==> src/design/ptf_pkg.sv <==
package ptf_pkg;
	// ************************************************************
	// widths and depths
	// ************************************************************
	localparam int DATA_W      = 64;
	localparam int ADDR_W      = 32;
	localparam int WFIFO_DEPTH = 16;
	localparam int AFIFO_DEPTH = 4;
	localparam int CMD_W       = 4;
	localparam int REGION_W    = 3;
	localparam int STATE_W     = 3;
	localparam int AEMPTY_LEVEL = 4;
	localparam int NUM_REGIONS  = 6;
	// app enable hold and post-release wait, in clocks
	localparam int OE_HOLD      = 5;
	localparam int OE_GAP       = 3;

	// ************************************************************
	// target state counter codes
	// ************************************************************
	typedef enum logic [2:0] {
		PTF_ST_IDLE  = 3'h0,
		PTF_ST_ADDR  = 3'h1,
		PTF_ST_WDATA = 3'h2,
		PTF_ST_RDATA = 3'h3,
		PTF_ST_DONE  = 3'h4
	} ptf_state_type;
endpackage

==> src/design/ptf_if.sv <==
`timescale 1ns/1ns
interface ptf_if;
	logic                                 tgt_fifo_clear_n;
	logic                                 tgt_req_n;
	logic                                 tgt_ready;
	logic                                 tgt_addr_oe_n;
	logic [ptf_pkg::ADDR_W-1:0]           tgt_addr;
	logic [ptf_pkg::CMD_W-1:0]            tgt_cmd;
	logic [ptf_pkg::REGION_W-1:0]         tgt_region;
	logic [ptf_pkg::STATE_W-1:0]          tgt_state_cnt;
	logic                                 tgt_wr_data_en_n;
	logic [ptf_pkg::DATA_W-1:0]           data_to_fabric;
	logic                                 tgt_wr_fifo_empty_n;
	logic                                 tgt_wr_fifo_almost_empty_n;
	logic                                 tgt_wr_fifo_full_n;

	modport core (
		input  tgt_fifo_clear_n, tgt_addr_oe_n, tgt_wr_data_en_n,
		output tgt_req_n, tgt_ready, tgt_addr, tgt_cmd, tgt_region, tgt_state_cnt,
		output data_to_fabric, tgt_wr_fifo_empty_n, tgt_wr_fifo_almost_empty_n,
		output tgt_wr_fifo_full_n
	);
	modport app (
		output tgt_fifo_clear_n, tgt_addr_oe_n, tgt_wr_data_en_n,
		input  tgt_req_n, tgt_ready, tgt_addr, tgt_cmd, tgt_region, tgt_state_cnt,
		input  data_to_fabric, tgt_wr_fifo_empty_n, tgt_wr_fifo_almost_empty_n,
		input  tgt_wr_fifo_full_n
	);
endinterface

==> src/design/ptf_core.sv <==
`timescale 1ns/1ns
// Functional notes
// RULE1: application clears all target fifos, active low
// RULE2: request low while target transfer waits
// RULE3: request held while address fifo nonempty
// RULE4: ready low during bus reset or clear
// RULE5: application enables address and command read; only the address waits for the enable here, the command follows the head entry
// RULE6: only needed address cycles, bits kept
// RULE7: four-bit command valid with request low
// RULE8: command and region sampled under request
// RULE9: three-bit matched region, wide ones even
// RULE10: three-bit target state counter output
// RULE11: write-data enable pops one word per edge
// RULE12: valid word each enabled nonempty read
// RULE13: empty flag when write fifo empty
// RULE14: almost-empty flag at four entries left
// RULE15: full flag low when write fifo full
// RULE16: read registers under request, synchronise flags
module ptf_core #(
	parameter int DATA_W      = ptf_pkg::DATA_W,
	parameter int ADDR_W      = ptf_pkg::ADDR_W,
	parameter int WFIFO_DEPTH = ptf_pkg::WFIFO_DEPTH,
	parameter int AFIFO_DEPTH = ptf_pkg::AFIFO_DEPTH
) (
	input  wire logic                         clk_i,
	input  wire logic                         rst_i,
	input  wire logic                         pci_rst_i,
	input  wire logic                         req_valid_i,
	output      logic                         req_ready_o,
	input  wire logic [ADDR_W-1:0]            req_addr_i,
	input  wire logic [ptf_pkg::CMD_W-1:0]    req_cmd_i,
	input  wire logic [ptf_pkg::REGION_W-1:0] req_region_i,
	input  wire logic                         req_write_i,
	input  wire logic                         wdata_valid_i,
	output      logic                         wdata_ready_o,
	input  wire logic [DATA_W-1:0]            wdata_i,
	ptf_if.core                               port_o
);
	localparam int WAW = $clog2(WFIFO_DEPTH);
	localparam int AAW = $clog2(AFIFO_DEPTH);

	// ************************************************************
	// parameter checks
	// ************************************************************
	initial begin
		if (WFIFO_DEPTH < 8 || (1 << WAW) != WFIFO_DEPTH)
			$error("write fifo depth must be a power of two, at least 8");
		if (AFIFO_DEPTH < 2 || (1 << AAW) != AFIFO_DEPTH)
			$error("address fifo depth must be a power of two, at least 2");
		// the carrier interface fixes these widths
		if (DATA_W != ptf_pkg::DATA_W || ADDR_W != ptf_pkg::ADDR_W)
			$error("data and address widths must match the port interface");
		if (ptf_pkg::AEMPTY_LEVEL >= WFIFO_DEPTH)
			$error("almost-empty level must lie below the write fifo depth");
	end

	// ************************************************************
	// application controls
	// ************************************************************
	// the app runs on this clock with registered outputs, so no sync
	// stages: extra latency here would skew the app's pop tracking
	wire clear_n = port_o.tgt_fifo_clear_n;
	wire oe_n    = port_o.tgt_addr_oe_n;
	wire en_n    = port_o.tgt_wr_data_en_n;
	wire clear   = rst_i | ~clear_n; // [RULE1]

	// ************************************************************
	// address/command fifo
	// ************************************************************
	logic [ADDR_W-1:0]            a_addr_q [AFIFO_DEPTH];
	logic [ptf_pkg::CMD_W-1:0]    a_cmd_q  [AFIFO_DEPTH];
	logic [ptf_pkg::REGION_W-1:0] a_reg_q  [AFIFO_DEPTH];
	logic                         a_wr_q   [AFIFO_DEPTH];
	logic [AAW:0]                 a_wp_q, a_rp_q;
	wire [AAW:0] a_cnt   = a_wp_q - a_rp_q;
	wire         a_empty = (a_cnt == '0);
	wire         a_full  = (a_cnt == (AAW+1)'(AFIFO_DEPTH));
	// out-of-range region is dropped, never queued
	wire region_ok = (req_region_i < (ptf_pkg::REGION_W)'(ptf_pkg::NUM_REGIONS)); // [RULE9]
	assign req_ready_o = ~a_full & ~clear & ~pci_rst_i;
	wire a_push = req_valid_i & req_ready_o & region_ok;
	logic oe_prev_q;
	// pop on release of the output enable, after the application read the entry
	wire oe_rise = ~oe_prev_q & oe_n;
	wire a_pop   = ~a_empty & oe_rise;

	always_ff @(posedge clk_i) begin
		if (clear) begin
			a_wp_q    <= '0;
			a_rp_q    <= '0;
			oe_prev_q <= 1'b1;
		end else begin
			oe_prev_q <= oe_n;
			if (a_push)
				a_wp_q <= a_wp_q + 1'b1;
			if (a_pop)
				a_rp_q <= a_rp_q + 1'b1;
		end
	end
	always_ff @(posedge clk_i) begin
		if (a_push) begin
			a_addr_q[a_wp_q[AAW-1:0]] <= req_addr_i; // [RULE6]
			a_cmd_q[a_wp_q[AAW-1:0]]  <= req_cmd_i;
			a_reg_q[a_wp_q[AAW-1:0]]  <= req_region_i;
			a_wr_q[a_wp_q[AAW-1:0]]   <= req_write_i;
		end
	end

	// ************************************************************
	// request, ready, registers out
	// ************************************************************
	logic                         req_n_q, ready_q;
	logic [ADDR_W-1:0]            addr_q;
	logic [ptf_pkg::CMD_W-1:0]    cmd_q;
	logic [ptf_pkg::REGION_W-1:0] reg_q;
	wire [AAW-1:0] head = a_rp_q[AAW-1:0];
	always_ff @(posedge clk_i) begin
		if (clear) begin
			req_n_q <= 1'b1;
			ready_q <= 1'b0; // [RULE4]
			addr_q  <= '0;
			cmd_q   <= '0;
			reg_q   <= '0;
		end else begin
			// wait for the head's command and region to stand with the request
			req_n_q <= a_empty; // [RULE2] [RULE3]
			ready_q <= ~pci_rst_i; // [RULE4]
			cmd_q   <= a_empty ? cmd_q : a_cmd_q[head]; // [RULE7]
			reg_q   <= a_empty ? reg_q : a_reg_q[head]; // [RULE9]
			// reloads while the enable is low; the app samples at release
			if (~oe_n & ~a_empty)
				addr_q <= a_addr_q[head]; // [RULE5] [RULE6]
		end
	end

	// ************************************************************
	// target state counter
	// ************************************************************
	ptf_pkg::ptf_state_type st_q, st_d;
	wire head_wr = a_wr_q[head];
	// counter follows the head entry only
	always_comb begin
		st_d = st_q;
		case (st_q)
			ptf_pkg::PTF_ST_IDLE:  if (!a_empty) st_d = ptf_pkg::PTF_ST_ADDR;
			ptf_pkg::PTF_ST_ADDR:  if (!oe_n)
				st_d = head_wr ? ptf_pkg::PTF_ST_WDATA : ptf_pkg::PTF_ST_RDATA;
			ptf_pkg::PTF_ST_WDATA: if (a_pop) st_d = ptf_pkg::PTF_ST_DONE;
			ptf_pkg::PTF_ST_RDATA: if (a_pop) st_d = ptf_pkg::PTF_ST_DONE;
			ptf_pkg::PTF_ST_DONE:  st_d = ptf_pkg::PTF_ST_IDLE;
			default:               st_d = ptf_pkg::PTF_ST_IDLE;
		endcase
	end
	always_ff @(posedge clk_i) begin
		if (clear)
			st_q <= ptf_pkg::PTF_ST_IDLE;
		else
			st_q <= st_d; // [RULE10]
	end

	// ************************************************************
	// target write data fifo
	// ************************************************************
	logic [DATA_W-1:0] w_mem_q [WFIFO_DEPTH];
	logic [WAW:0]      w_wp_q, w_rp_q;
	logic [DATA_W-1:0] dout_q;
	wire [WAW:0] w_cnt   = w_wp_q - w_rp_q;
	wire         w_empty = (w_cnt == '0);
	wire         w_full  = (w_cnt == (WAW+1)'(WFIFO_DEPTH));
	assign wdata_ready_o = ~w_full & ~clear & ~pci_rst_i;
	wire w_push = wdata_valid_i & wdata_ready_o;
	// no pop while empty, so a held enable cannot underflow
	wire w_pop  = ~en_n & ~w_empty; // [RULE11] [RULE12]
	always_ff @(posedge clk_i) begin
		if (clear) begin
			w_wp_q <= '0;
			w_rp_q <= '0;
			dout_q <= '0;
		end else begin
			if (w_push)
				w_wp_q <= w_wp_q + 1'b1;
			if (w_pop) begin
				w_rp_q <= w_rp_q + 1'b1;
				dout_q <= w_mem_q[w_rp_q[WAW-1:0]]; // [RULE12]
			end
		end
	end
	always_ff @(posedge clk_i) begin
		if (w_push)
			w_mem_q[w_wp_q[WAW-1:0]] <= wdata_i;
	end

	// ************************************************************
	// outputs
	// ************************************************************
	assign port_o.tgt_req_n                  = req_n_q;
	assign port_o.tgt_ready                  = ready_q;
	assign port_o.tgt_addr                   = addr_q;
	assign port_o.tgt_cmd                    = cmd_q;
	assign port_o.tgt_region                 = reg_q;
	assign port_o.tgt_state_cnt              = st_q;
	assign port_o.data_to_fabric             = dout_q;
	assign port_o.tgt_wr_fifo_empty_n        = ~w_empty; // [RULE13]
	assign port_o.tgt_wr_fifo_almost_empty_n =
		~(w_cnt == (WAW+1)'(ptf_pkg::AEMPTY_LEVEL)); // [RULE14]
	// single clock here, so the pci-side flag shares the fifo clock
	assign port_o.tgt_wr_fifo_full_n         = ~w_full; // [RULE15]
endmodule // ptf_core

==> src/flat_wrapper.sv <==
// flat-port wrapper written by rule: the top's interface ports become plain ports
module ptf_core_flat 
#(
	parameter int DATA_W      = ptf_pkg::DATA_W,
	parameter int ADDR_W      = ptf_pkg::ADDR_W,
	parameter int WFIFO_DEPTH = ptf_pkg::WFIFO_DEPTH,
	parameter int AFIFO_DEPTH = ptf_pkg::AFIFO_DEPTH
)
  (clk_i, rst_i, pci_rst_i, req_valid_i, req_ready_o, req_addr_i, req_cmd_i, req_region_i, req_write_i, wdata_valid_i, wdata_ready_o, wdata_i, port_o_tgt_fifo_clear_n, port_o_tgt_addr_oe_n, port_o_tgt_wr_data_en_n, port_o_tgt_req_n, port_o_tgt_ready, port_o_tgt_addr, port_o_tgt_cmd, port_o_tgt_region, port_o_tgt_state_cnt, port_o_data_to_fabric, port_o_tgt_wr_fifo_empty_n, port_o_tgt_wr_fifo_almost_empty_n, port_o_tgt_wr_fifo_full_n);
  ptf_if port_o_i ();
  input  wire logic clk_i;
  input  wire logic rst_i;
  input  wire logic pci_rst_i;
  input  wire logic req_valid_i;
  output      logic req_ready_o;
  input  wire logic [ADDR_W-1:0] req_addr_i;
  input  wire logic [ptf_pkg::CMD_W-1:0] req_cmd_i;
  input  wire logic [ptf_pkg::REGION_W-1:0] req_region_i;
  input  wire logic req_write_i;
  input  wire logic wdata_valid_i;
  output      logic wdata_ready_o;
  input  wire logic [DATA_W-1:0] wdata_i;
  input wire logic [$bits(port_o_i.tgt_fifo_clear_n)-1:0] port_o_tgt_fifo_clear_n;
  input wire logic [$bits(port_o_i.tgt_addr_oe_n)-1:0] port_o_tgt_addr_oe_n;
  input wire logic [$bits(port_o_i.tgt_wr_data_en_n)-1:0] port_o_tgt_wr_data_en_n;
  output wire logic [$bits(port_o_i.tgt_req_n)-1:0] port_o_tgt_req_n;
  output wire logic [$bits(port_o_i.tgt_ready)-1:0] port_o_tgt_ready;
  output wire logic [$bits(port_o_i.tgt_addr)-1:0] port_o_tgt_addr;
  output wire logic [$bits(port_o_i.tgt_cmd)-1:0] port_o_tgt_cmd;
  output wire logic [$bits(port_o_i.tgt_region)-1:0] port_o_tgt_region;
  output wire logic [$bits(port_o_i.tgt_state_cnt)-1:0] port_o_tgt_state_cnt;
  output wire logic [$bits(port_o_i.data_to_fabric)-1:0] port_o_data_to_fabric;
  output wire logic [$bits(port_o_i.tgt_wr_fifo_empty_n)-1:0] port_o_tgt_wr_fifo_empty_n;
  output wire logic [$bits(port_o_i.tgt_wr_fifo_almost_empty_n)-1:0] port_o_tgt_wr_fifo_almost_empty_n;
  output wire logic [$bits(port_o_i.tgt_wr_fifo_full_n)-1:0] port_o_tgt_wr_fifo_full_n;
  assign port_o_i.tgt_fifo_clear_n = port_o_tgt_fifo_clear_n;
  assign port_o_i.tgt_addr_oe_n = port_o_tgt_addr_oe_n;
  assign port_o_i.tgt_wr_data_en_n = port_o_tgt_wr_data_en_n;
  assign port_o_tgt_req_n = port_o_i.tgt_req_n;
  assign port_o_tgt_ready = port_o_i.tgt_ready;
  assign port_o_tgt_addr = port_o_i.tgt_addr;
  assign port_o_tgt_cmd = port_o_i.tgt_cmd;
  assign port_o_tgt_region = port_o_i.tgt_region;
  assign port_o_tgt_state_cnt = port_o_i.tgt_state_cnt;
  assign port_o_data_to_fabric = port_o_i.data_to_fabric;
  assign port_o_tgt_wr_fifo_empty_n = port_o_i.tgt_wr_fifo_empty_n;
  assign port_o_tgt_wr_fifo_almost_empty_n = port_o_i.tgt_wr_fifo_almost_empty_n;
  assign port_o_tgt_wr_fifo_full_n = port_o_i.tgt_wr_fifo_full_n;
  ptf_core #(.DATA_W(DATA_W), .ADDR_W(ADDR_W), .WFIFO_DEPTH(WFIFO_DEPTH), .AFIFO_DEPTH(AFIFO_DEPTH)) u_core (.clk_i(clk_i), .rst_i(rst_i), .pci_rst_i(pci_rst_i), .req_valid_i(req_valid_i), .req_ready_o(req_ready_o), .req_addr_i(req_addr_i), .req_cmd_i(req_cmd_i), .req_region_i(req_region_i), .req_write_i(req_write_i), .wdata_valid_i(wdata_valid_i), .wdata_ready_o(wdata_ready_o), .wdata_i(wdata_i), .port_o(port_o_i));
endmodule
==> config.mk <==
export PLATFORM = sky130hd
export DESIGN_NAME = ptf_core_flat
export DESIGN_NICKNAME = d
export VERILOG_FILES = /design/src/design/ptf_pkg.sv /design/src/design/ptf_if.sv /design/src/design/ptf_core.sv /design/src/flat_wrapper.sv
export SDC_FILE = /design/constraint.sdc
export NUM_CORES = 1
export LEC_CHECK = 0
export BUFFER_PORTS_ARGS = -buffer_cell sky130_fd_sc_hd__buf_4
export CORE_UTILIZATION = 54
export CTS_BUF_LIST = sky130_fd_sc_hd__clkbuf_16
export DETAILED_ROUTE_END_ITERATION = 16
export PLACE_DENSITY = 0.68
export RECOVER_POWER = 25
export SLEW_MARGIN = 20
export SYNTH_ARGS = -nofsm -noshare
export SYNTH_HDL_FRONTEND = slang
export SYNTH_SLANG_ARGS = --single-unit
==> constraint.sdc <==
create_clock -name clk_i -period 8.96 [get_ports clk_i]
set_input_delay 0.896 -clock clk_i [delete_from_list [all_inputs] [get_ports clk_i]]
set_output_delay 0.896 -clock clk_i [all_outputs]
set_load 0.01 [all_outputs]
==> results.py <==
metrics = {
    "yosys": {
        "synth_cell_types": 43,
        "synth_top_cell_by_area": "edfxtp_1",
        "synthTopCellsByArea": "edfxtp_1, mux4_2, dfxtp_1",
        "synth_nets": 2437,
        "syn_avg_cell_area_um2": 21.10,
        "synth_top_area_share_pct": 72.97,
        "syn_area_um2": 48720,
        "synth_edf_count": 1184,
        "synthArstFlopShare_pct": 0,
        "seq_area_frac_synth_pct": 78.19,
        "synthFlopType": "edfxtp_1",
        "ys_ff_latch": 1311,
        "netlist_instances": 2309,
        "yosys_warnings": 0,
    },
    "timing": {
        "clock.fmax_ghz": 0.2135,
        "finalSetupTns_ps": 0,
        "skew_ps": 37.78,
        "period_minus_slack_ps": 4684,
        "max_slew_margin_pct": 22.04,
        "period_share_pct": 52.27,
        "hold_viol": 0,
        "rsz0062_at_grt": "false",
        "slew_viol_final": 0,
        "setup_viol": 0,
        "worst_pin_slew_ps": 1169,
        "timing.final.ws_setup_ps": 4276,
    },
    "layout": {
        "syn_to_final_growth_pct": 14.78,
        "nets": 2714,
        "fin_util_pct": 62.89,
        "drive_above_1_share_pct": 25.28,
        "final_area_um2": 55930,
    },
    "critical_path": {
        "path_cells": "inv_1 -> ha_1 -> nor2b_1 -> o31a_1 -> or3_1 -> a31oi_2 -> and3_4 -> buf_4",
        "crit_type": "flop to flop",
        "crit_arrival_ps": 5020,
        "cp_max_fo": 40,
        "crit_path_start_kind": "flop",
        "crit_path_end_kind": "flop",
        "slowest_delay_ps": 750,
        "required_ps": 9300,
        "slowest_stage": "dfxtp_4",
    },
    "clock_network": {
        "cts_htree_levels": 4,
        "root_buffer": "clkbuf_16",
        "cts_buffers": 133,
        "cts_tree": "yes",
        "cts.path.max_buffers": 3,
        "clkSlewWorstSetupHoldPaths_ps": 60,
        "cts_setup_buffers": 0,
        "cts_sinks": 1311,
        "hold_buffers": 0,
        "clock_latency_ps": 740,
        "cts_resized": 0,
    },
    "drt": {
        "ant_nets": 0,
        "vias": 23510,
        "wl_um": 104200,
        "drt_iter0_drc": 2190,
        "remaining_drc_errors": 0,
        "dr.pass1.iters": 5,
        "wl_per_cell_um": 26.95,
        "via_per_inst": 6.082,
    },
    "global_routing": {
        "use_met3_pct": 3.900,
        "grt_max_degree": 127,
        "grt_pass1_vias": 24750,
        "grt_first_pass_wirelength_um": 155800,
        "met1_usage_pct": 32.10,
        "grt.overflow.total": 0,
        "grt.busiest_layer": "met2",
        "grtUsageMet2_pct": 38.28,
        "track_usage_pct": 23.28,
        "antenna_found_initial": 6,
    },
    "power": {
        "leakage_nw": 17.49,
        "cellPowerDensity_nw_per_um2": 217.4,
        "peakVddDrop_v": 0.0001784,
        "total_power_mw": 12.16,
    },
    "floorplan": {
        "start_util_pct": 54.79,
        "die_h_um": 302.4,
        "pin_count": 225,
        "dieArea_um2": 91430,
        "fp.coreArea_um2": 88920,
        "dieWidth_um": 302.4,
        "core.rowCount": 109,
    },
    "placed_design": {
        "dp_hpwl_um": 57320,
        "postPlaceCellArea_um2": 51950,
        "portBuffers": 224,
        "place.gp.congestion": 0.7879,
        "dp_slack_ps": 4315,
    },
    "worst_hold_path": {
        "hp-class": "primary input to flop",
    },
    "flow_run": {
        "cap_violations": 0,
    },
    "run_status": {
        "outcome": "finished, final reports clean",
    },
}
-- metrics by stage --
stage,hold WS [ps],instances
floorplan,464.1,2309
global placement,444.3,3603
detailed placement,447.1,3615
CTS,317.5,3862
global route,393.9,3866
finish,418.4,3866
-- placed cells by master (no fill, tap or decap), drive strengths merged, types with 14 or more instances in the layout --
cell type / netlist / final
a21oi: 38 / 38
nor2: 151 / 151
edfxtp: 1184 / 1184
mux2i: 74 / 74
buf: 46 / 174
o22ai: 128 / 128
nand2: 80 / 80
mux4: 296 / 296
and3: 14 / 14
ha: 16 / 16
inv: 13 / 67
clkbuf: 76 / 225
dfxtp: 127 / 127
clkinv: 0 / 49
-- registers in the layout, indices dropped and copies added (netlist names), 4 cells and up, named ones only --
| register | flops |
|---|---|
| u_core.w_rp_q | 5 |
| u_core.port_o.tgt_addr | 32 |
| u_core.a_addr_q | 128 |
| u_core.a_reg_q | 12 |
| u_core.w_wp_q | 5 |
| u_core.a_wr_q | 4 |
| u_core.port_o.data_to_fabric | 64 |
| u_core.port_o.tgt_cmd | 4 |
| u_core.w_mem_q | 1024 |
| u_core.a_cmd_q | 16 |
-- metal layers --
metal | part of all wire [%] | vias up
li1 | - | 10070
met1 | 41 | 12440
met2 | 51 | 839
met3 | 6.1 | 160
met4 | 2.4 | 4
met5 | 0.015 | -
-- logic make-up after synthesis --
| kind of cell | share of synthesized area, % |
|---|---|
| fa+ha+maj | 0.4109 |
| buf+inv | 1.184 |
| flops | 78.19 |
| simple gates | 2.406 |
| compound gates | 2.373 |
| xor+xnor | 0.2337 |
| mux | 15.20 |
-- cells in the mapped netlist (13+ instances only) --
library cell and count:
nor2_1 149, mux2i_1 74, o22ai_1 128, ha_1 16
buf_2 38, dfxtp_1 127, edfxtp_1 1184, a21oi_1 37
clkbuf_1 76, nand2_1 80, mux4_2 296, and3_1 13
inv_1 13
-- final cells by class --
| type | instances | area (um2) |
|---|---|---|
| Antenna cell | 3 | 7.507 |
| Clock buffer | 135 | 3378 |
| Clock inverter | 112 | 899.6 |
| Fill cell | 6038 | 32990 |
| Inverter | 13 | 48.80 |
| Multi-Input combinational cell | 863 | 10170 |
| Sequential cell | 1311 | 38110 |
| Tap cell | 1165 | 1458 |
| Timing Repair Buffer | 264 | 1853 |
-- final timing paths --
check,startpoint,slack (ps),cells after the start,endpoint
max,u_core.w_rp_q[1]$_SDFFE_PP0P_,4280,8,u_core.w_mem_q[6][45]$_DFFE_PP_
max reg2reg,u_core.w_rp_q[1]$_SDFFE_PP0P_,4280,8,u_core.w_mem_q[6][45]$_DFFE_PP_
min reg2reg,u_core.port_o.tgt_addr[13]$_SDFFE_PP0P_,460,2,u_core.port_o.tgt_addr[13]$_SDFFE_PP0P_
min,port_o_tgt_addr_oe_n,420,2,u_core.oe_prev_q$_SDFF_PP1_
-- critical path, delay by kind of cell (launching register included) --
family | cells | cell delay, ps
buf+inv | 2 | 900
fa+ha+maj | 1 | 350
flops | 1 | 750
simple gates | 3 | 1240
compound gates | 2 | 1010
-- where the power goes --
part | internal (mW) | total [mW] | switching (mW)
clock network | 2.98 | 5.29 | 2.31
registers | 6.67 | 6.68 | 0.00582
logic | 0.0576 | 0.190 | 0.132
Note: power is estimated with default switching activity, not from simulation.
